[src/fpk_pkg.sv]
package fpk_pkg;
    // clock and the millisecond time base
    localparam int         CLK_HZ       = 50_000_000;
    localparam int         MS_PER_S     = 1000;
    localparam int         MS_CYC       = CLK_HZ / MS_PER_S;
    // times in milliseconds, except TMO_S in seconds
    localparam logic [3:0] DEB_MS       = 4'd10;
    localparam logic [7:0] BLINK_MS     = 8'd250;
    localparam int         TMO_S        = 120;
    localparam int         TMO_MS       = TMO_S * MS_PER_S;
    localparam logic [9:0] RPT_FIRST_MS = 10'd500;
    localparam logic [9:0] RPT_START_MS = 10'd200;
    localparam logic [9:0] RPT_MIN_MS   = 10'd25;
    localparam logic [9:0] RPT_DEC_MS   = 10'd25;
    // button positions
    localparam int         B_ENT        = 0;
    localparam int         B_PLS        = 1;
    localparam int         B_MIN        = 2;
    // readout functions and settings list
    localparam logic [3:0] FN_LAST      = 4'hc;
    localparam logic [3:0] FN_TEST      = 4'hb;
    localparam logic [3:0] FN_LINE_BUS  = 4'hc;
    localparam logic [4:0] SET_LAST     = 5'h13;
    localparam logic [4:0] SET_FIRST_PROT = 5'h01;
    localparam logic [4:0] SET_LINE_LIVE  = 5'h08;
    localparam logic [4:0] SET_LINE_DEAD  = 5'h09;
    localparam logic [4:0] SET_BUS_LIVE   = 5'h0a;
    localparam logic [4:0] SET_BUS_DEAD   = 5'h0b;
    // segment bits {dp,g,f,e,d,c,b,a}
    localparam logic [7:0] SEG_OFF      = 8'h00;
    localparam logic [7:0] SEG_ALL      = 8'hff;
    localparam logic [7:0] SEG_TOP      = 8'h01;
    localparam logic [7:0] SEG_BOT      = 8'h08;
    localparam logic [7:0] SEG_MID      = 8'h40;

    typedef enum logic [1:0] {ST_READOUT = 2'b00, ST_CODE = 2'b01, ST_VALUE = 2'b10} fpk_state_e;
    typedef struct packed {logic [7:0] left; logic [7:0] mid; logic [7:0] right;} fpk_disp_s;
    typedef struct packed {logic manual; logic close_permit; logic breaker_aux;} fpk_din_s;
    typedef struct packed {logic ready; logic close_enable; logic undervoltage;} fpk_led_s;
    typedef struct packed {logic [3:0] grp; logic [3:0] num; logic [9:0] min; logic [9:0] max;
                           logic [9:0] dflt;} fpk_set_s;

    // setting code, range and default, values counted in steps
    function automatic fpk_set_s set_info(input logic [4:0] i);
        case (i)
            5'h00: return '{4'h0, 4'h1, 10'd0, 10'd1, 10'd0};
            5'h01: return '{4'h1, 4'h1, 10'd4, 10'd180, 10'd30};
            5'h02: return '{4'h1, 4'h2, 10'd2, 10'd60, 10'd10};
            5'h03: return '{4'h1, 4'h3, 10'd1, 10'd50, 10'd2};
            5'h04: return '{4'h1, 4'h4, 10'd1, 10'd990, 10'd1};
            5'h05: return '{4'h1, 4'h5, 10'd1, 10'd990, 10'd101};
            5'h06: return '{4'h2, 4'h1, 10'd0, 10'd1, 10'd0};
            5'h07: return '{4'h2, 4'h2, 10'd10, 10'd180, 10'd40};
            5'h08: return '{4'h3, 4'h1, 10'd40, 10'd245, 10'd50};
            5'h09: return '{4'h3, 4'h2, 10'd10, 10'd180, 10'd30};
            5'h0a: return '{4'h3, 4'h3, 10'd40, 10'd245, 10'd50};
            5'h0b: return '{4'h3, 4'h4, 10'd10, 10'd180, 10'd30};
            5'h0c: return '{4'h4, 4'h1, 10'd0, 10'd1, 10'd0};
            5'h0d: return '{4'h4, 4'h2, 10'd0, 10'd1, 10'd0};
            5'h0e: return '{4'h4, 4'h3, 10'd0, 10'd1, 10'd0};
            5'h0f: return '{4'h4, 4'h4, 10'd0, 10'd1, 10'd0};
            5'h10: return '{4'h5, 4'h1, 10'd0, 10'd6, 10'd1};
            5'h11: return '{4'h5, 4'h2, 10'd0, 10'd6, 10'd2};
            5'h12: return '{4'h6, 4'h1, 10'd1, 10'd255, 10'd1};
            default: return '{4'h6, 4'h2, 10'd0, 10'd7, 10'd5};
        endcase
    endfunction

    // hex digit to segments
    function automatic logic [7:0] hex_seg(input logic [3:0] d);
        case (d)
            4'h0: return 8'h3f;
            4'h1: return 8'h06;
            4'h2: return 8'h5b;
            4'h3: return 8'h4f;
            4'h4: return 8'h66;
            4'h5: return 8'h6d;
            4'h6: return 8'h7d;
            4'h7: return 8'h07;
            4'h8: return 8'h7f;
            4'h9: return 8'h6f;
            4'ha: return 8'h77;
            4'hb: return 8'h7c;
            4'hc: return 8'h39;
            4'hd: return 8'h5e;
            4'he: return 8'h79;
            default: return 8'h71;
        endcase
    endfunction

    // binary to three decimal digits
    function automatic logic [11:0] to_bcd(input logic [9:0] v);
        logic [21:0] s;
        s = {12'h000, v};
        for (int i = 0; i < 10; i++) begin
            for (int d = 0; d < 3; d++) begin
                if (s[10+4*d +: 4] > 4'd4) s[10+4*d +: 4] = s[10+4*d +: 4] + 4'd3;
            end
            s = s << 1;
        end
        return s[21:10];
    endfunction
endpackage

[src/fpk_front_panel_menu.sv]
`timescale 1ns/10ps
module fpk_front_panel_menu #(
    parameter int MS_DIV     = fpk_pkg::MS_CYC,
    parameter int TIMEOUT_MS = fpk_pkg::TMO_MS,
    parameter int N_OUT      = 4
) (
    // clock and reset
    input  wire logic               mclk,
    input  wire logic               reset,
    // pushbuttons, high while pressed
    input  wire logic               btn_enter,
    input  wire logic               btn_plus,
    input  wire logic               btn_minus,
    // digital inputs, pin level
    input  wire fpk_pkg::fpk_din_s  din,
    // protection state on the same clock
    input  wire fpk_pkg::fpk_led_s  led_status,
    input  wire logic [7:0]         line_volts,
    input  wire logic [7:0]         bus_volts,
    input  wire fpk_pkg::fpk_disp_s readout_disp,
    input  wire logic [N_OUT-1:0]   unit_out,
    // front panel
    output fpk_pkg::fpk_disp_s      disp,
    output fpk_pkg::fpk_led_s       led,
    // to the rest of the relay
    output logic [3:0]              readout_fn,
    output logic                    in_setting,
    output logic                    nvm_wr,
    output logic [4:0]              nvm_index,
    output logic [9:0]              nvm_data,
    output logic                    prot_restart,
    output logic [N_OUT-1:0]        relay_out
);
    import fpk_pkg::*;

    localparam int MSW = $clog2(MS_DIV);
    localparam int TW  = $clog2(TIMEOUT_MS + 1);

    logic [MSW-1:0]   ms_cnt_r;
    logic             ms_tick_r;
    logic [2:0]       btn_pin, btn_s1_r, btn_s2_r, btn_r, btn_prev_r, press;
    fpk_din_s         din_s1_r, din_s2_r;
    logic [7:0]       blink_cnt_r;
    logic             blink_r;
    logic [9:0]       rpt_cnt_r, rpt_ivl_r;
    logic             rpt_r, hold_one, step_up, step_dn, combo, tmo, commit;
    logic [TW-1:0]    tmo_cnt_r;
    fpk_state_e       state_r;
    logic [3:0]       fn_r;
    logic [4:0]       idx_r;
    logic [9:0]       pend_r, cur_set;
    logic [9:0]       set_mem_r [0:SET_LAST];
    fpk_set_s         si;
    logic [N_OUT-1:0] drop_r;
    fpk_disp_s        disp_nxt;
    fpk_led_s         led_nxt;
    logic [11:0]      fn_dig, val_dig;

    // one-cycle enable every millisecond
    always_ff @(posedge mclk) begin
        if (reset || ms_cnt_r == MSW'(MS_DIV - 1)) begin
            ms_cnt_r <= '0;
        end else begin
            ms_cnt_r <= ms_cnt_r + 1'b1;
        end
        ms_tick_r <= !reset && ms_cnt_r == MSW'(MS_DIV - 1);
    end

    // two-stage synchronisers for buttons and digital inputs
    assign btn_pin = {btn_minus, btn_plus, btn_enter};
    always_ff @(posedge mclk) begin
        btn_s1_r <= btn_pin;
        btn_s2_r <= btn_s1_r;
        din_s1_r <= din;
        din_s2_r <= din_s1_r;
    end

    // debounce: level must hold through DEB_MS millisecond ticks
    for (genvar g = 0; g < 3; g++) begin : g_deb
        logic [3:0] cnt_r;
        always_ff @(posedge mclk) begin
            if (reset) begin
                cnt_r    <= '0;
                btn_r[g] <= 1'b0;
            end else if (btn_s2_r[g] == btn_r[g]) begin
                cnt_r <= '0;
            end else if (ms_tick_r) begin
                if (cnt_r == DEB_MS - 4'd1) begin
                    cnt_r    <= '0;
                    btn_r[g] <= btn_s2_r[g];
                end else begin
                    cnt_r <= cnt_r + 4'd1;
                end
            end
        end
    end

    // press edges and key combinations
    always_ff @(posedge mclk) begin
        btn_prev_r <= reset ? 3'b000 : btn_r;
    end
    assign press   = btn_r & ~btn_prev_r;
    assign combo   = btn_r[B_PLS] && btn_r[B_MIN] && (press[B_PLS] || press[B_MIN]);
    assign step_up = !btn_r[B_MIN] && (press[B_PLS] || (rpt_r && btn_r[B_PLS]));
    assign step_dn = !btn_r[B_PLS] && (press[B_MIN] || (rpt_r && btn_r[B_MIN]));

    // flash phase for blinking digits and leds
    always_ff @(posedge mclk) begin
        if (reset) begin
            blink_cnt_r <= '0;
            blink_r     <= 1'b1;
        end else if (ms_tick_r) begin
            if (blink_cnt_r == BLINK_MS - 8'd1) begin
                blink_cnt_r <= '0;
                blink_r     <= !blink_r;
            end else begin
                blink_cnt_r <= blink_cnt_r + 8'd1;
            end
        end
    end

    // auto-repeat: first gap long, then each gap shorter down to a floor
    assign hold_one = state_r == ST_VALUE && (btn_r[B_PLS] ^ btn_r[B_MIN]);
    always_ff @(posedge mclk) begin
        if (reset || !hold_one || press[B_PLS] || press[B_MIN]) begin
            rpt_cnt_r <= '0;
            rpt_ivl_r <= RPT_FIRST_MS;
            rpt_r     <= 1'b0;
        end else begin
            rpt_r <= 1'b0;
            if (ms_tick_r) begin
                if (rpt_cnt_r == rpt_ivl_r - 10'd1) begin
                    rpt_r     <= 1'b1;
                    rpt_cnt_r <= '0;
                    if (rpt_ivl_r == RPT_FIRST_MS) rpt_ivl_r <= RPT_START_MS;
                    else if (rpt_ivl_r > RPT_MIN_MS + RPT_DEC_MS) rpt_ivl_r <= rpt_ivl_r - RPT_DEC_MS;
                    else rpt_ivl_r <= RPT_MIN_MS;
                end else begin
                    rpt_cnt_r <= rpt_cnt_r + 10'd1;
                end
            end
        end
    end

    // inactivity timer, held clear while any button is down or outside settings
    always_ff @(posedge mclk) begin
        if (reset || state_r == ST_READOUT || btn_r != 3'b000) begin
            tmo_cnt_r <= '0;
        end else if (ms_tick_r && !tmo) begin
            tmo_cnt_r <= tmo_cnt_r + 1'b1;
        end
    end
    assign tmo = tmo_cnt_r == TW'(TIMEOUT_MS);

    assign si      = set_info(idx_r);
    assign cur_set = set_mem_r[idx_r];
    assign commit  = state_r == ST_VALUE && !combo && !tmo && press[B_ENT] && pend_r != cur_set;

    // menu state machine
    always_ff @(posedge mclk) begin
        if (reset) begin
            state_r <= ST_READOUT;
            fn_r    <= FN_LINE_BUS;
            idx_r   <= SET_FIRST_PROT;
            pend_r  <= '0;
        end else begin
            case (state_r)
                ST_READOUT: begin
                    if (btn_r[B_ENT] && press[B_MIN]) begin
                        state_r <= ST_CODE;
                        idx_r   <= SET_FIRST_PROT;
                    end else if (press[B_ENT] && !btn_r[B_PLS] && !btn_r[B_MIN]) begin
                        fn_r <= (fn_r == FN_LAST) ? 4'h0 : fn_r + 4'h1;
                    end
                end
                ST_CODE: begin
                    if (combo || tmo) begin
                        state_r <= ST_READOUT;
                        fn_r    <= FN_LINE_BUS;
                    end else if (press[B_ENT]) begin
                        state_r <= ST_VALUE;
                        pend_r  <= cur_set;
                    end else if (step_up && press[B_PLS]) begin
                        idx_r <= (idx_r == SET_LAST) ? 5'h00 : idx_r + 5'h01;
                    end else if (step_dn && press[B_MIN]) begin
                        idx_r <= (idx_r == 5'h00) ? SET_LAST : idx_r - 5'h01;
                    end
                end
                ST_VALUE: begin
                    if (combo || tmo) begin
                        state_r <= ST_READOUT;
                        fn_r    <= FN_LINE_BUS;
                    end else if (press[B_ENT]) begin
                        state_r <= ST_CODE;
                    end else if (step_up && pend_r < si.max) begin
                        pend_r <= pend_r + 10'd1;
                    end else if (step_dn && pend_r > si.min) begin
                        pend_r <= pend_r - 10'd1;
                    end
                end
                default: state_r <= ST_READOUT;
            endcase
        end
    end

    // stored settings and the write to non-volatile memory
    always_ff @(posedge mclk) begin
        if (reset) begin
            for (int i = 0; i <= SET_LAST; i++) set_mem_r[i] <= dflt_of(5'(i));
            nvm_wr       <= 1'b0;
            nvm_index    <= '0;
            nvm_data     <= '0;
            prot_restart <= 1'b0;
        end else begin
            nvm_wr       <= commit;
            prot_restart <= commit;
            if (commit) begin
                set_mem_r[idx_r] <= pend_r;
                nvm_index        <= idx_r;
                nvm_data         <= pend_r;
            end
        end
    end

    // outputs drop on restart until their unit lets go and asserts again
    always_ff @(posedge mclk) begin
        if (reset) begin
            drop_r    <= '0;
            relay_out <= '0;
        end else begin
            drop_r    <= commit ? {N_OUT{1'b1}} : (drop_r & unit_out);
            relay_out <= commit ? '0 : (unit_out & ~drop_r);
        end
    end

    // line or bus state on one digit
    function automatic logic [7:0] lb_seg(input logic [7:0] v, input logic [9:0] live, input logic [9:0] dead);
        logic [9:0] w;
        w = {2'b00, v};
        return ((w >= live) ? SEG_TOP : SEG_OFF) | ((w < dead) ? SEG_BOT : SEG_OFF) |
               ((w < live && w >= dead) ? SEG_MID : SEG_OFF);
    endfunction
    // factory default of one setting
    function automatic logic [9:0] dflt_of(input logic [4:0] i);
        fpk_set_s s = set_info(i);
        return s.dflt;
    endfunction

    // display and led selection
    assign fn_dig  = to_bcd({6'b000000, fn_r});
    assign val_dig = to_bcd(pend_r);
    always_comb begin
        disp_nxt = readout_disp;
        led_nxt  = led_status;
        case (state_r)
            ST_READOUT: begin
                if (btn_r[B_ENT]) begin
                    disp_nxt = '{hex_seg(4'hf), (fn_r > 4'h9) ? hex_seg(fn_dig[7:4]) : hex_seg(fn_dig[3:0]),
                                 (fn_r > 4'h9) ? hex_seg(fn_dig[3:0]) : SEG_OFF};
                end else if (fn_r == FN_TEST) begin
                    disp_nxt = {3{blink_r ? SEG_ALL : SEG_OFF}};
                    led_nxt  = '{din_s2_r.manual ? blink_r : 1'b1,
                                 din_s2_r.close_permit ? blink_r : 1'b1,
                                 din_s2_r.breaker_aux ? blink_r : 1'b1};
                end else if (fn_r == FN_LINE_BUS) begin
                    disp_nxt = '{lb_seg(line_volts, set_mem_r[SET_LINE_LIVE], set_mem_r[SET_LINE_DEAD]),
                                 SEG_OFF, lb_seg(bus_volts, set_mem_r[SET_BUS_LIVE], set_mem_r[SET_BUS_DEAD])};
                end
            end
            ST_CODE: disp_nxt = '{hex_seg(si.grp), SEG_MID, hex_seg(si.num)};
            ST_VALUE: disp_nxt = blink_r ? {hex_seg(val_dig[11:8]), hex_seg(val_dig[7:4]), hex_seg(val_dig[3:0])}
                                         : {3{SEG_OFF}};
            default: disp_nxt = readout_disp;
        endcase
    end

    // registered panel and status outputs
    always_ff @(posedge mclk) begin
        if (reset) begin
            disp       <= '{SEG_OFF, SEG_OFF, SEG_OFF};
            led        <= '{1'b0, 1'b0, 1'b0};
            readout_fn <= FN_LINE_BUS;
            in_setting <= 1'b0;
        end else begin
            disp       <= disp_nxt;
            led        <= led_nxt;
            readout_fn <= fn_r;
            in_setting <= state_r != ST_READOUT;
        end
    end

    chk_test_flash: assert property (@(posedge mclk) disable iff (reset)
        state_r == ST_READOUT && fn_r == FN_TEST && !btn_r[B_ENT] |=> disp.mid == ($past(blink_r) ? SEG_ALL : SEG_OFF))
        else $error("display test segments wrong");
    chk_test_led: assert property (@(posedge mclk) disable iff (reset)
        state_r == ST_READOUT && fn_r == FN_TEST && !btn_r[B_ENT] && !din_s2_r.breaker_aux |=> led.undervoltage)
        else $error("inactive input led not steady");
    chk_line_live: assert property (@(posedge mclk) disable iff (reset)
        state_r == ST_READOUT && fn_r == FN_LINE_BUS && !btn_r[B_ENT] && {2'b00, line_volts} >= set_mem_r[SET_LINE_LIVE]
        |=> disp.left[0])
        else $error("live line not shown");
    chk_enter_set: assert property (@(posedge mclk) disable iff (reset)
        state_r == ST_READOUT && btn_r[B_ENT] && press[B_MIN] |=> state_r == ST_CODE && idx_r == SET_FIRST_PROT ##1 in_setting)
        else $error("setting entry failed");
    chk_combo_exit: assert property (@(posedge mclk) disable iff (reset)
        state_r != ST_READOUT && combo |=> state_r == ST_READOUT && !nvm_wr)
        else $error("combination did not leave settings");
    chk_tmo_exit: assert property (@(posedge mclk) disable iff (reset)
        state_r != ST_READOUT && tmo |=> state_r == ST_READOUT)
        else $error("timeout did not leave settings");
    chk_store_wait: assert property (@(posedge mclk) disable iff (reset)
        state_r == ST_VALUE && !press[B_ENT] |=> $stable(cur_set))
        else $error("setting stored before confirm");
    chk_commit_out: assert property (@(posedge mclk) disable iff (reset)
        commit |=> nvm_wr && prot_restart && nvm_data == $past(pend_r) && relay_out == '0 ##1 !nvm_wr)
        else $error("commit pulses wrong");
    chk_saturate: assert property (@(posedge mclk) disable iff (reset)
        state_r == ST_VALUE && step_up && pend_r == si.max |=> $stable(pend_r))
        else $error("value passed maximum");
endmodule // fpk_front_panel_menu

[config.mk]
export PLATFORM = sky130hd
export DESIGN_NAME = fpk_front_panel_menu
export DESIGN_NICKNAME = d
export VERILOG_FILES = /design/src/fpk_pkg.sv /design/src/fpk_front_panel_menu.sv
export SDC_FILE = /design/constraint.sdc
export NUM_CORES = 1
export LEC_CHECK = 0
export BUFFER_PORTS_ARGS = -buffer_cell sky130_fd_sc_hd__buf_4
export CAP_MARGIN = 20
export CORE_MARGIN = 3
export CORE_UTILIZATION = 45
export DETAILED_ROUTE_END_ITERATION = 8
export HOLD_SLACK_MARGIN = 0.15
export SLEW_MARGIN = 15
export SYNTH_ARGS = -nofsm -noshare
export SYNTH_HDL_FRONTEND = slang
export SYNTH_SLANG_ARGS = --single-unit
[constraint.sdc]
create_clock -name mclk -period 13.45 [get_ports mclk]
set_clock_uncertainty 0.15 [all_clocks]
set_input_delay 2.69 -clock mclk [delete_from_list [all_inputs] [get_ports mclk]]
set_output_delay 2.69 -clock mclk [all_outputs]
set_load 0.005 [all_outputs]
==> Word level (Yosys, flattened, before mapping) <==
Memory sizes are Yosys's and may differ from the RTL's. A register that Yosys moved wholly into a read port is not among the register bits.
Index checks and enable logic that the tools add are counted.
{ "totals": {"reg_bits": 171, "ram_bits": 200, "mem_bits_ro": 1792, "in_bits": 55, "out_inout_bits": 53, "elab_cells": 356, "n_memories": 10} }
{ "classes": {"addsub": 43, "magnitude_cmp": 41, "n_eq_ne": 30, "muxes": 116, "bitwise": 14, "reduce_logical": 62} }
{ "memory_table": {"columns": ["name", "words", "word_bits", "read_ports", "rd_clocked_by_memory_dff", "write_ports", "line_no", "text"], "rows": [
  ["(name not given)", 32, 28, 1, 1, 0, "fpk_pkg.sv:45", "case (i)"],
  ["set_mem_r", 20, 10, 5, 1, 20, "fpk_front_panel_menu.sv:52", "logic [9:0] set_mem_r [0:SET_LAST];"],
  ["(name not given)", 16, 7, 1, 0, 0, "fpk_pkg.sv:71", "case (d)"],
  ["(name not given)", 16, 7, 1, 0, 0, "fpk_pkg.sv:71", null],
  ["(name not given)", 16, 7, 1, 0, 0, "fpk_pkg.sv:71", null],
  ["(name not given)", 16, 7, 1, 0, 0, "fpk_pkg.sv:71", null],
  ["+4 memories", null, null, null, null, null, null, null]
]} }
{ "op_table": {"columns": ["operator", "count"], "rows": [
  ["$mux W10", 30],
  ["$mux W4", 27],
  ["$gt A4 B3 Y1 const B", 24],
  ["$mux W24", 4],
  ["$pmux W24 S3", 1],
  ["$add A4 B2 Y4 const B", 17],
  ["$mux W5", 12],
  ["$mux W3", 15],
  ["$ge A8 B10 Y1", 4],
  ["$lt A8 B10 Y1", 4],
  ["$mux W8", 4],
  ["$logic_and A1 B1 Y1", 22],
  ["$add A3 B2 Y3 const B", 7],
  ["$add A10 B1 Y10 const B", 2],
  ["$eq A4 B4 Y1 const B", 5],
  ["$pmux W10 S2", 1],
  ["$sub A10 B1 Y10 const B", 2],
  ["$add A17 B1 Y17 const B", 1],
  ["$eq A17 B17 Y1 const B", 1],
  ["$add A16 B1 Y16 const B", 1],
  ["$add A4 B1 Y4 const B", 4],
  ["$eq A16 B16 Y1 const B", 1],
  ["$mux W7", 2],
  ["$or A4 B7 Y7", 2],
  ["50 further kinds", 113]
]} }

==> Longest topological paths before layout <==
An unclocked memory read counts as a cell.
{ "logic_depth": {"word_depth": 21, "mapped_depth": 33, "depth_no_buf": 28} }

==> Worst setup path before layout <==
No wires, ideal clock.
{ "synth_path": {"kind": "reg2reg", "startpoint": "register pend_r[7]", "endpoint": "register disp[22] in the netlist's numbering", "setup_time_ns": 0.071, "t_arrival_ns": 6.337, "t_required_ns": 13.229, "slack_ns": 6.893, "path_stages_with_launch": 32, "n_path_buf": 6, "period_less_slack_ns": 6.557, "path_cell_list": "dfxtp_1 > buf_6 > clkbuf_1 > inv_1 > ha_1 > ha_1 > clkbuf_1 > or4_1 > a211oi_1 > or3_1 > buf_6 > ha_1 > inv_1 > ha_1 > or4_1 > o211a_1 > nor2b_1 > nor3b_1 > o32a_1 > buf_4 > a21oi_2 > xnor2_2 > ha_1 > inv_1 > ha_1 > inv_1 > mux2i_2 > clkbuf_1 > o21ai_1 > a211oi_1 > o21ai_1 > a21oi_1"} }
{ "synth_via": {"elab_chain_len": 17, "elab_cells_between_ends": 54, "classes_between": "add/sub (17); order compare (17); mux (19); memory (1)"} }
{ "synth_rtl": {"columns": ["element", "line_no", "text"], "rows": [
  ["from (decl)", "fpk_front_panel_menu.sv:51", "logic [9:0] pend_r, cur_set;"],
  ["from (signal assigned)", "fpk_front_panel_menu.sv:182", "pend_r <= cur_set;"],
  ["from (signal assigned)", "fpk_front_panel_menu.sv:196", "pend_r <= pend_r + 10'd1;"],
  ["from (signal assigned)", "fpk_front_panel_menu.sv:198", "pend_r <= pend_r - 10'd1;"],
  ["$add A4 B2 Y4 / $gt A4 B3 Y1 (equally long branches)", "fpk_pkg.sv:97", "if (s[10+4*d +: 4] > 4'd4) s[10+4*d +: 4] = s[10+4*d +: 4] + 4'd3;"],
  ["$mux W4 *", "fpk_pkg.sv:97", null],
  ["$add A4 B2 Y4 / $gt A4 B3 Y1 (equally long branches)", "fpk_pkg.sv:97", null],
  ["$mux W4", "fpk_pkg.sv:97", null],
  ["$add A4 B2 Y4, or another cell as far along", "fpk_pkg.sv:97", null],
  ["$mux W4 / $mux W3 (equally long branches)", "fpk_pkg.sv:97", null],
  ["$add A4 B2 Y4, or another cell as far along", "fpk_pkg.sv:97", null],
  ["$mux W4 / $mux W3 (equally long branches)", "fpk_pkg.sv:97", null],
  ["$add A4 B2 Y4, or another cell as far along", "fpk_pkg.sv:97", null],
  ["$mux W4 / $mux W3 (equally long branches)", "fpk_pkg.sv:97", null],
  ["$add A4 B2 Y4, or another cell as far along", "fpk_pkg.sv:97", null],
  ["$mux W4 / $mux W3 (equally long branches)", "fpk_pkg.sv:97", null],
  ["$add A4 B2 Y4, or another cell as far along", "fpk_pkg.sv:97", null],
  ["$mux W4 / $mux W3 (equally long branches)", "fpk_pkg.sv:97", null],
  ["$mem_v2 Z16 W7 *", null, null],
  ["$mux W24 *", "fpk_front_panel_menu.sv:271", "ST_VALUE: disp_nxt = blink_r ? {hex_seg(val_dig[11:8]), hex_seg(val_dig[7:4]), hex_seg(val_dig[3:0])}"],
  ["$pmux W24 S3 *", "fpk_front_panel_menu.sv:255", "case (state_r)"],
  ["to (signal assigned)", "fpk_front_panel_menu.sv:280", "disp <= '{SEG_OFF, SEG_OFF, SEG_OFF};"],
  ["to (signal assigned)", "fpk_front_panel_menu.sv:285", "disp <= disp_nxt;"],
  ["to (decl)", "fpk_front_panel_menu.sv:23", "output fpk_pkg::fpk_disp_s disp,"]
]} }
Every way passes the cells marked *; elsewhere a longest branch is shown, timed or not.
A chain may end at the register's enable or synchronous reset.

==> Final worst setup path <==
{ "layout_path": {"startpoint": "register pend_r[5]", "endpoint": "register disp[16] in the netlist's numbering"} }
{ "layout_via": {"elab_chain_len": 13, "elab_cells_between_ends": 36, "classes_between": "add/sub (11); order compare (11); mux (13); memory (1)"} }
{ "layout_rtl": {"columns": ["element", "line_no"], "rows": [
  ["$add A4 B2 Y4 / $gt A4 B3 Y1 (equally long branches)", "fpk_pkg.sv:97"],
  ["$mux W4 *", "fpk_pkg.sv:97"],
  ["$add A4 B2 Y4 / $gt A4 B3 Y1 (equally long branches)", "fpk_pkg.sv:97"],
  ["$mux W4", "fpk_pkg.sv:97"],
  ["$add A4 B2 Y4, or another cell as far along", "fpk_pkg.sv:97"],
  ["$mux W4 / $mux W3 (equally long branches)", "fpk_pkg.sv:97"],
  ["$add A4 B2 Y4, or another cell as far along", "fpk_pkg.sv:97"],
  ["$mux W4 / $mux W3 (equally long branches)", "fpk_pkg.sv:97"],
  ["$add A4 B2 Y4, or another cell as far along", "fpk_pkg.sv:97"],
  ["$mux W4 / $mux W3 (equally long branches)", "fpk_pkg.sv:97"],
  ["$mem_v2 Z16 W7 *", null],
  ["$mux W24 *", "fpk_front_panel_menu.sv:271"],
  ["$pmux W24 S3 *", "fpk_front_panel_menu.sv:255"]
]} }
Marks and branches as above.

==> impl_metrics.env <==
export IMPL_sw_frac_of_total=0.248
export IMPL_crit_path_end_kind="flop"
export IMPL_hold_viol=0
export IMPL_post_route_period_util=0.515
export IMPL_holdCritStartpoint="btn_s1_r[0]"
export IMPL_status="completed"
export IMPL_cts_buffers=54
export IMPL_ys_ff_latch=516
export IMPL_rsz0062_at_grt="no"
export IMPL_cts_root_buf="clkbuf_16"
export IMPL_post_cts_repair_setup_buffers=0
export IMPL_path_cells="buf_4, inv_1, a2111oi_1, o31a_1, or3_1, ha_1, inv_1, ha_1, or4_1, o211a_1, nor2b_1, nor3b_1, o32a_1, a21oi_2, xnor2_2, ha_1, inv_1, ha_1, inv_1, mux2i_2, nor2_1, a221oi_2, o21ai_1, a221oi_2"
export IMPL_drt_pass1_iterations=6
export IMPL_n_fill_cell=5300
export IMPL_setup_tns_ps=0
export IMPL_slew_headroom=0.259
export IMPL_synth_main_ff_cell="edfxtp_1"
export IMPL_routed_via_density=5.90
export IMPL_regArea_um2=13500
export IMPL_postSynthAreaPerCell_um2=10.8
export IMPL_postSynthCellCount=2535
export IMPL_yosysWarningCount=0
export IMPL_final_common_cell="nor2_1"
export IMPL_power_frac_seq=0.492
export IMPL_layout_common_cells="nor2_1 (354), edfxtp_1 (320), nand2_1 (196)"
export IMPL_synth_edf_count=320
export IMPL_synthArstFlopShare=0
export IMPL_r2r_end="disp[16]"
export IMPL_port_buffer_count=107
export IMPL_start_util=0.459
export IMPL_dieArea_um2=63600
export IMPL_clk_pin_slew_ps=70
export IMPL_critPathMaxStageDelay_ps=810
export IMPL_grt_usage=0.235
export IMPL_hold_path_class="flop to flop"
export IMPL_multi_input_area_um2=12600
export IMPL_synth_fp_nets=2725
export IMPL_holdPathStages=0
export IMPL_pre_cts_ws_ps=6550
export IMPL_setup_viol=0
export IMPL_fmax_mhz=144
export IMPL_core_area_um2=59500
export IMPL_p_int_mw=2.65
export IMPL_synthToLayoutAreaGrowth_pct=11.8
export IMPL_hpwl_mm=50.8
export IMPL_cts_repair_resized=0
export IMPL_cp_arrival_ps=7310
export IMPL_die_w_um=252
export IMPL_cts_sinks=516
export IMPL_fin_area_um2=30500
export IMPL_synth_area_um2=27300
export IMPL_layout_min_cycle_time_ps=6930
export IMPL_r2r_start="pend_r[5]"
export IMPL_vdd_drop_max_mv=0.100
export IMPL_maxSlewViolCount=0
export IMPL_required_ps=13830
export IMPL_ioPinCount=108
export IMPL_crit_path_top_delay_cell="dfxtp_1"
export IMPL_die_y_um=252
export IMPL_layout_nets=2780
export IMPL_placed_cell_area_um2=28700
export IMPL_p_per_area_nw_per_um2=116
export IMPL_post_route_drc_count=0
export IMPL_worstSetupPathType="flop to flop"
export IMPL_ant_nets=0
export IMPL_drt_wl_total_mm=74.9
export IMPL_final_util=0.513
export IMPL_grt_max_degree=52
export IMPL_pwr_share_clk=0.408
export IMPL_ys_seq_area_frac=0.496
export IMPL_p_sw_uw=874
export IMPL_grt_pass1_wl_mm=116
export IMPL_drt_iter0_markers=1937
export IMPL_synth_cell_types=101
export IMPL_cp_top_family="compound AO/OA/AOI/OAI gates"
export IMPL_htreeDepth=2
export IMPL_min_to="btn_s2_r[0]"
export IMPL_clock_latency_ps=610
export IMPL_row_count=89
export IMPL_worst_pin_slew_ps=1100
export IMPL_routabilityCongestion=0.877
export IMPL_grt_pass1_vias=19800
export IMPL_max_cap_viol_count=0
export IMPL_comb_power_share=0.100
export IMPL_grt_overflow_total=0
export IMPL_r2r_cells=24
export IMPL_n_antenna_cell=0
export IMPL_clk_path_buf_depth=3
export IMPL_vias=20100
export IMPL_antenna_found_initial=0
export IMPL_routedWlPerCell_um=22.0
export IMPL_r2r_setup_slack_ps=6520
export IMPL_critPathBufInv=5
export IMPL_critPathMaxFanout=18
export IMPL_drive_gt1_frac=0.155
export IMPL_crit_path_start_kind="flop"
export IMPL_power_leakage_nw=11.0
export IMPL_ctsHoldBuffers=0
export IMPL_setup_ws_ps=6520
export IMPL_cts_tree="yes"
[metrics by stage]
step | cells | power [mW] | hold slack, ps
2_1_floorplan | 2535 | 1.97 | 160
3_3_place_gp | 3298 | 2.11 | 162
3_5_place_dp | 3302 | 2.12 | 165
4_1_cts | 3402 | 3.55 | 179
5_1_grt | 3407 | 3.65 | 185
6_report | 3407 | 3.52 | 178
[power by group through the flow]
stage	Combinational [mW]	Sequential [mW]	Clock, mW
CTS	0.347	1.74	1.47
detailed placement	0.346	1.77	0
global placement	0.341	1.77	0
finish	0.351	1.74	1.44
global route	0.382	1.74	1.53
floorplan	0.212	1.76	0
[per-layer routing]
metal / up-vias / share of wire / wire (um) / global-route usage
met5: - / 0 / 0 / 0
met4: 0 / 0.022 / 1640 / 0.0593
met3: 109 / 0.073 / 5450 / 0.0427
met2: 773 / 0.47 / 35500 / 0.386
met1: 9889 / 0.43 / 32300 / 0.324
li1: 9339 / - / - / -
[worst reg2reg max path: stages (launching register included)]
cell       delay (ps)
dfxtp_1           810
buf_4             350
inv_1             240
a2111oi_1         330
o31a_1            170
or3_1             260
ha_1              250
inv_1              70
ha_1              220
or4_1             510
o211a_1           210
nor2b_1           170
nor3b_1           250
o32a_1            430
a21oi_2            80
xnor2_2           240
ha_1              220
inv_1              50
ha_1              210
inv_1             100
mux2i_2           700
nor2_1            190
a221oi_2          280
o21ai_1           100
a221oi_2          270
[how the worst max path moves through the flow]
stage | startpoint | end | slack [ps] | cells past startpoint
floorplan | pend_r[7] | disp[22] | 6890 | 31
global placement | flop | set_mem_r[7][7] | 6700 | 12
detailed placement | pend_r[5] | disp[16] | 6550 | 24
CTS | pend_r[5] | disp[16] | 6530 | 24
global route | pend_r[7] | disp[16] | 5970 | 27
finish | pend_r[5] | disp[16] | 6520 | 24
[synthesized netlist by cell type, types with 7 or more instances]
cell type / number / area (um2)
buf_1: 19 / 71.3
mux4_2: 102 / 2300
nor3_1: 52 / 260
xor2_1: 39 / 342
or3_1: 20 / 125
and3_1: 24 / 150
dfxtp_1: 196 / 3920
o211ai_1: 16 / 120
a221oi_1: 11 / 96.3
and2_1: 20 / 125
nor4_1: 26 / 163
clkbuf_1: 119 / 447
nand3_1: 64 / 320
o31ai_1: 13 / 97.6
o21a_1: 7 / 52.6
edfxtp_1: 320 / 9610
a211oi_1: 27 / 203
o21ai_1: 12 / 60.1
xnor2_1: 52 / 455
o21ai_0: 110 / 551
ha_1: 134 / 1680
a31oi_1: 15 / 93.8
buf_6: 9 / 101
nand2_1: 197 / 739
nor2_1: 357 / 1340
mux2i_1: 43 / 430
nor2b_1: 22 / 138
nor3b_1: 14 / 105
nand2b_1: 24 / 150
a21oi_1: 133 / 666
a21o_1: 15 / 113
or4_1: 7 / 52.6
nand4_1: 29 / 181
o22ai_1: 13 / 81.3
buf_2: 7 / 35.0
or2_2: 7 / 43.8
inv_1: 123 / 462
[final cells by class]
cell class,count,area share
clock buffers,71,0.0488
clock inverters,29,0.00698
inverters,130,0.0161
multi-input cells,1732,0.414
flip-flops and latches,516,0.444
well taps,773,0.0317
repair buffers,156,0.0384
[registers in the layout (all words and copies together), names as in the netlist, 4 cells and up, named ones only]
| register | count |
|---|---|
| set_mem_r | 320 |
| disp | 24 |
| si | 20 |
| tmo_cnt_r | 17 |
| ms_cnt_r | 16 |
| g_deb.cnt_r | 12 |
| nvm_data | 10 |
| pend_r | 10 |
| rpt_cnt_r | 10 |
| rpt_ivl_r | 10 |
| blink_cnt_r | 8 |
| idx_r | 5 |
| nvm_index | 5 |
| drop_r | 4 |
| fn_r | 4 |
| readout_fn | 4 |
| relay_out | 4 |
[cells by family (layout without fill, tap and decap cells)]
| family | Yosys count | count (layout) | share of synthesized area |
|---|---|---|---|
| AOI/OAI and AO/OA | 464 | 464 | 0.113 |
| xor gates and xnor gates | 97 | 97 | 0.0328 |
| adders and majority gates | 135 | 135 | 0.0622 |
| buffers and inverters | 287 | 386 | 0.0428 |
| DFF | 516 | 516 | 0.496 |
| muxes | 154 | 154 | 0.104 |
| and+or+nand+nor | 882 | 882 | 0.148 |
Note: power is estimated with default switching activity, not from simulation.
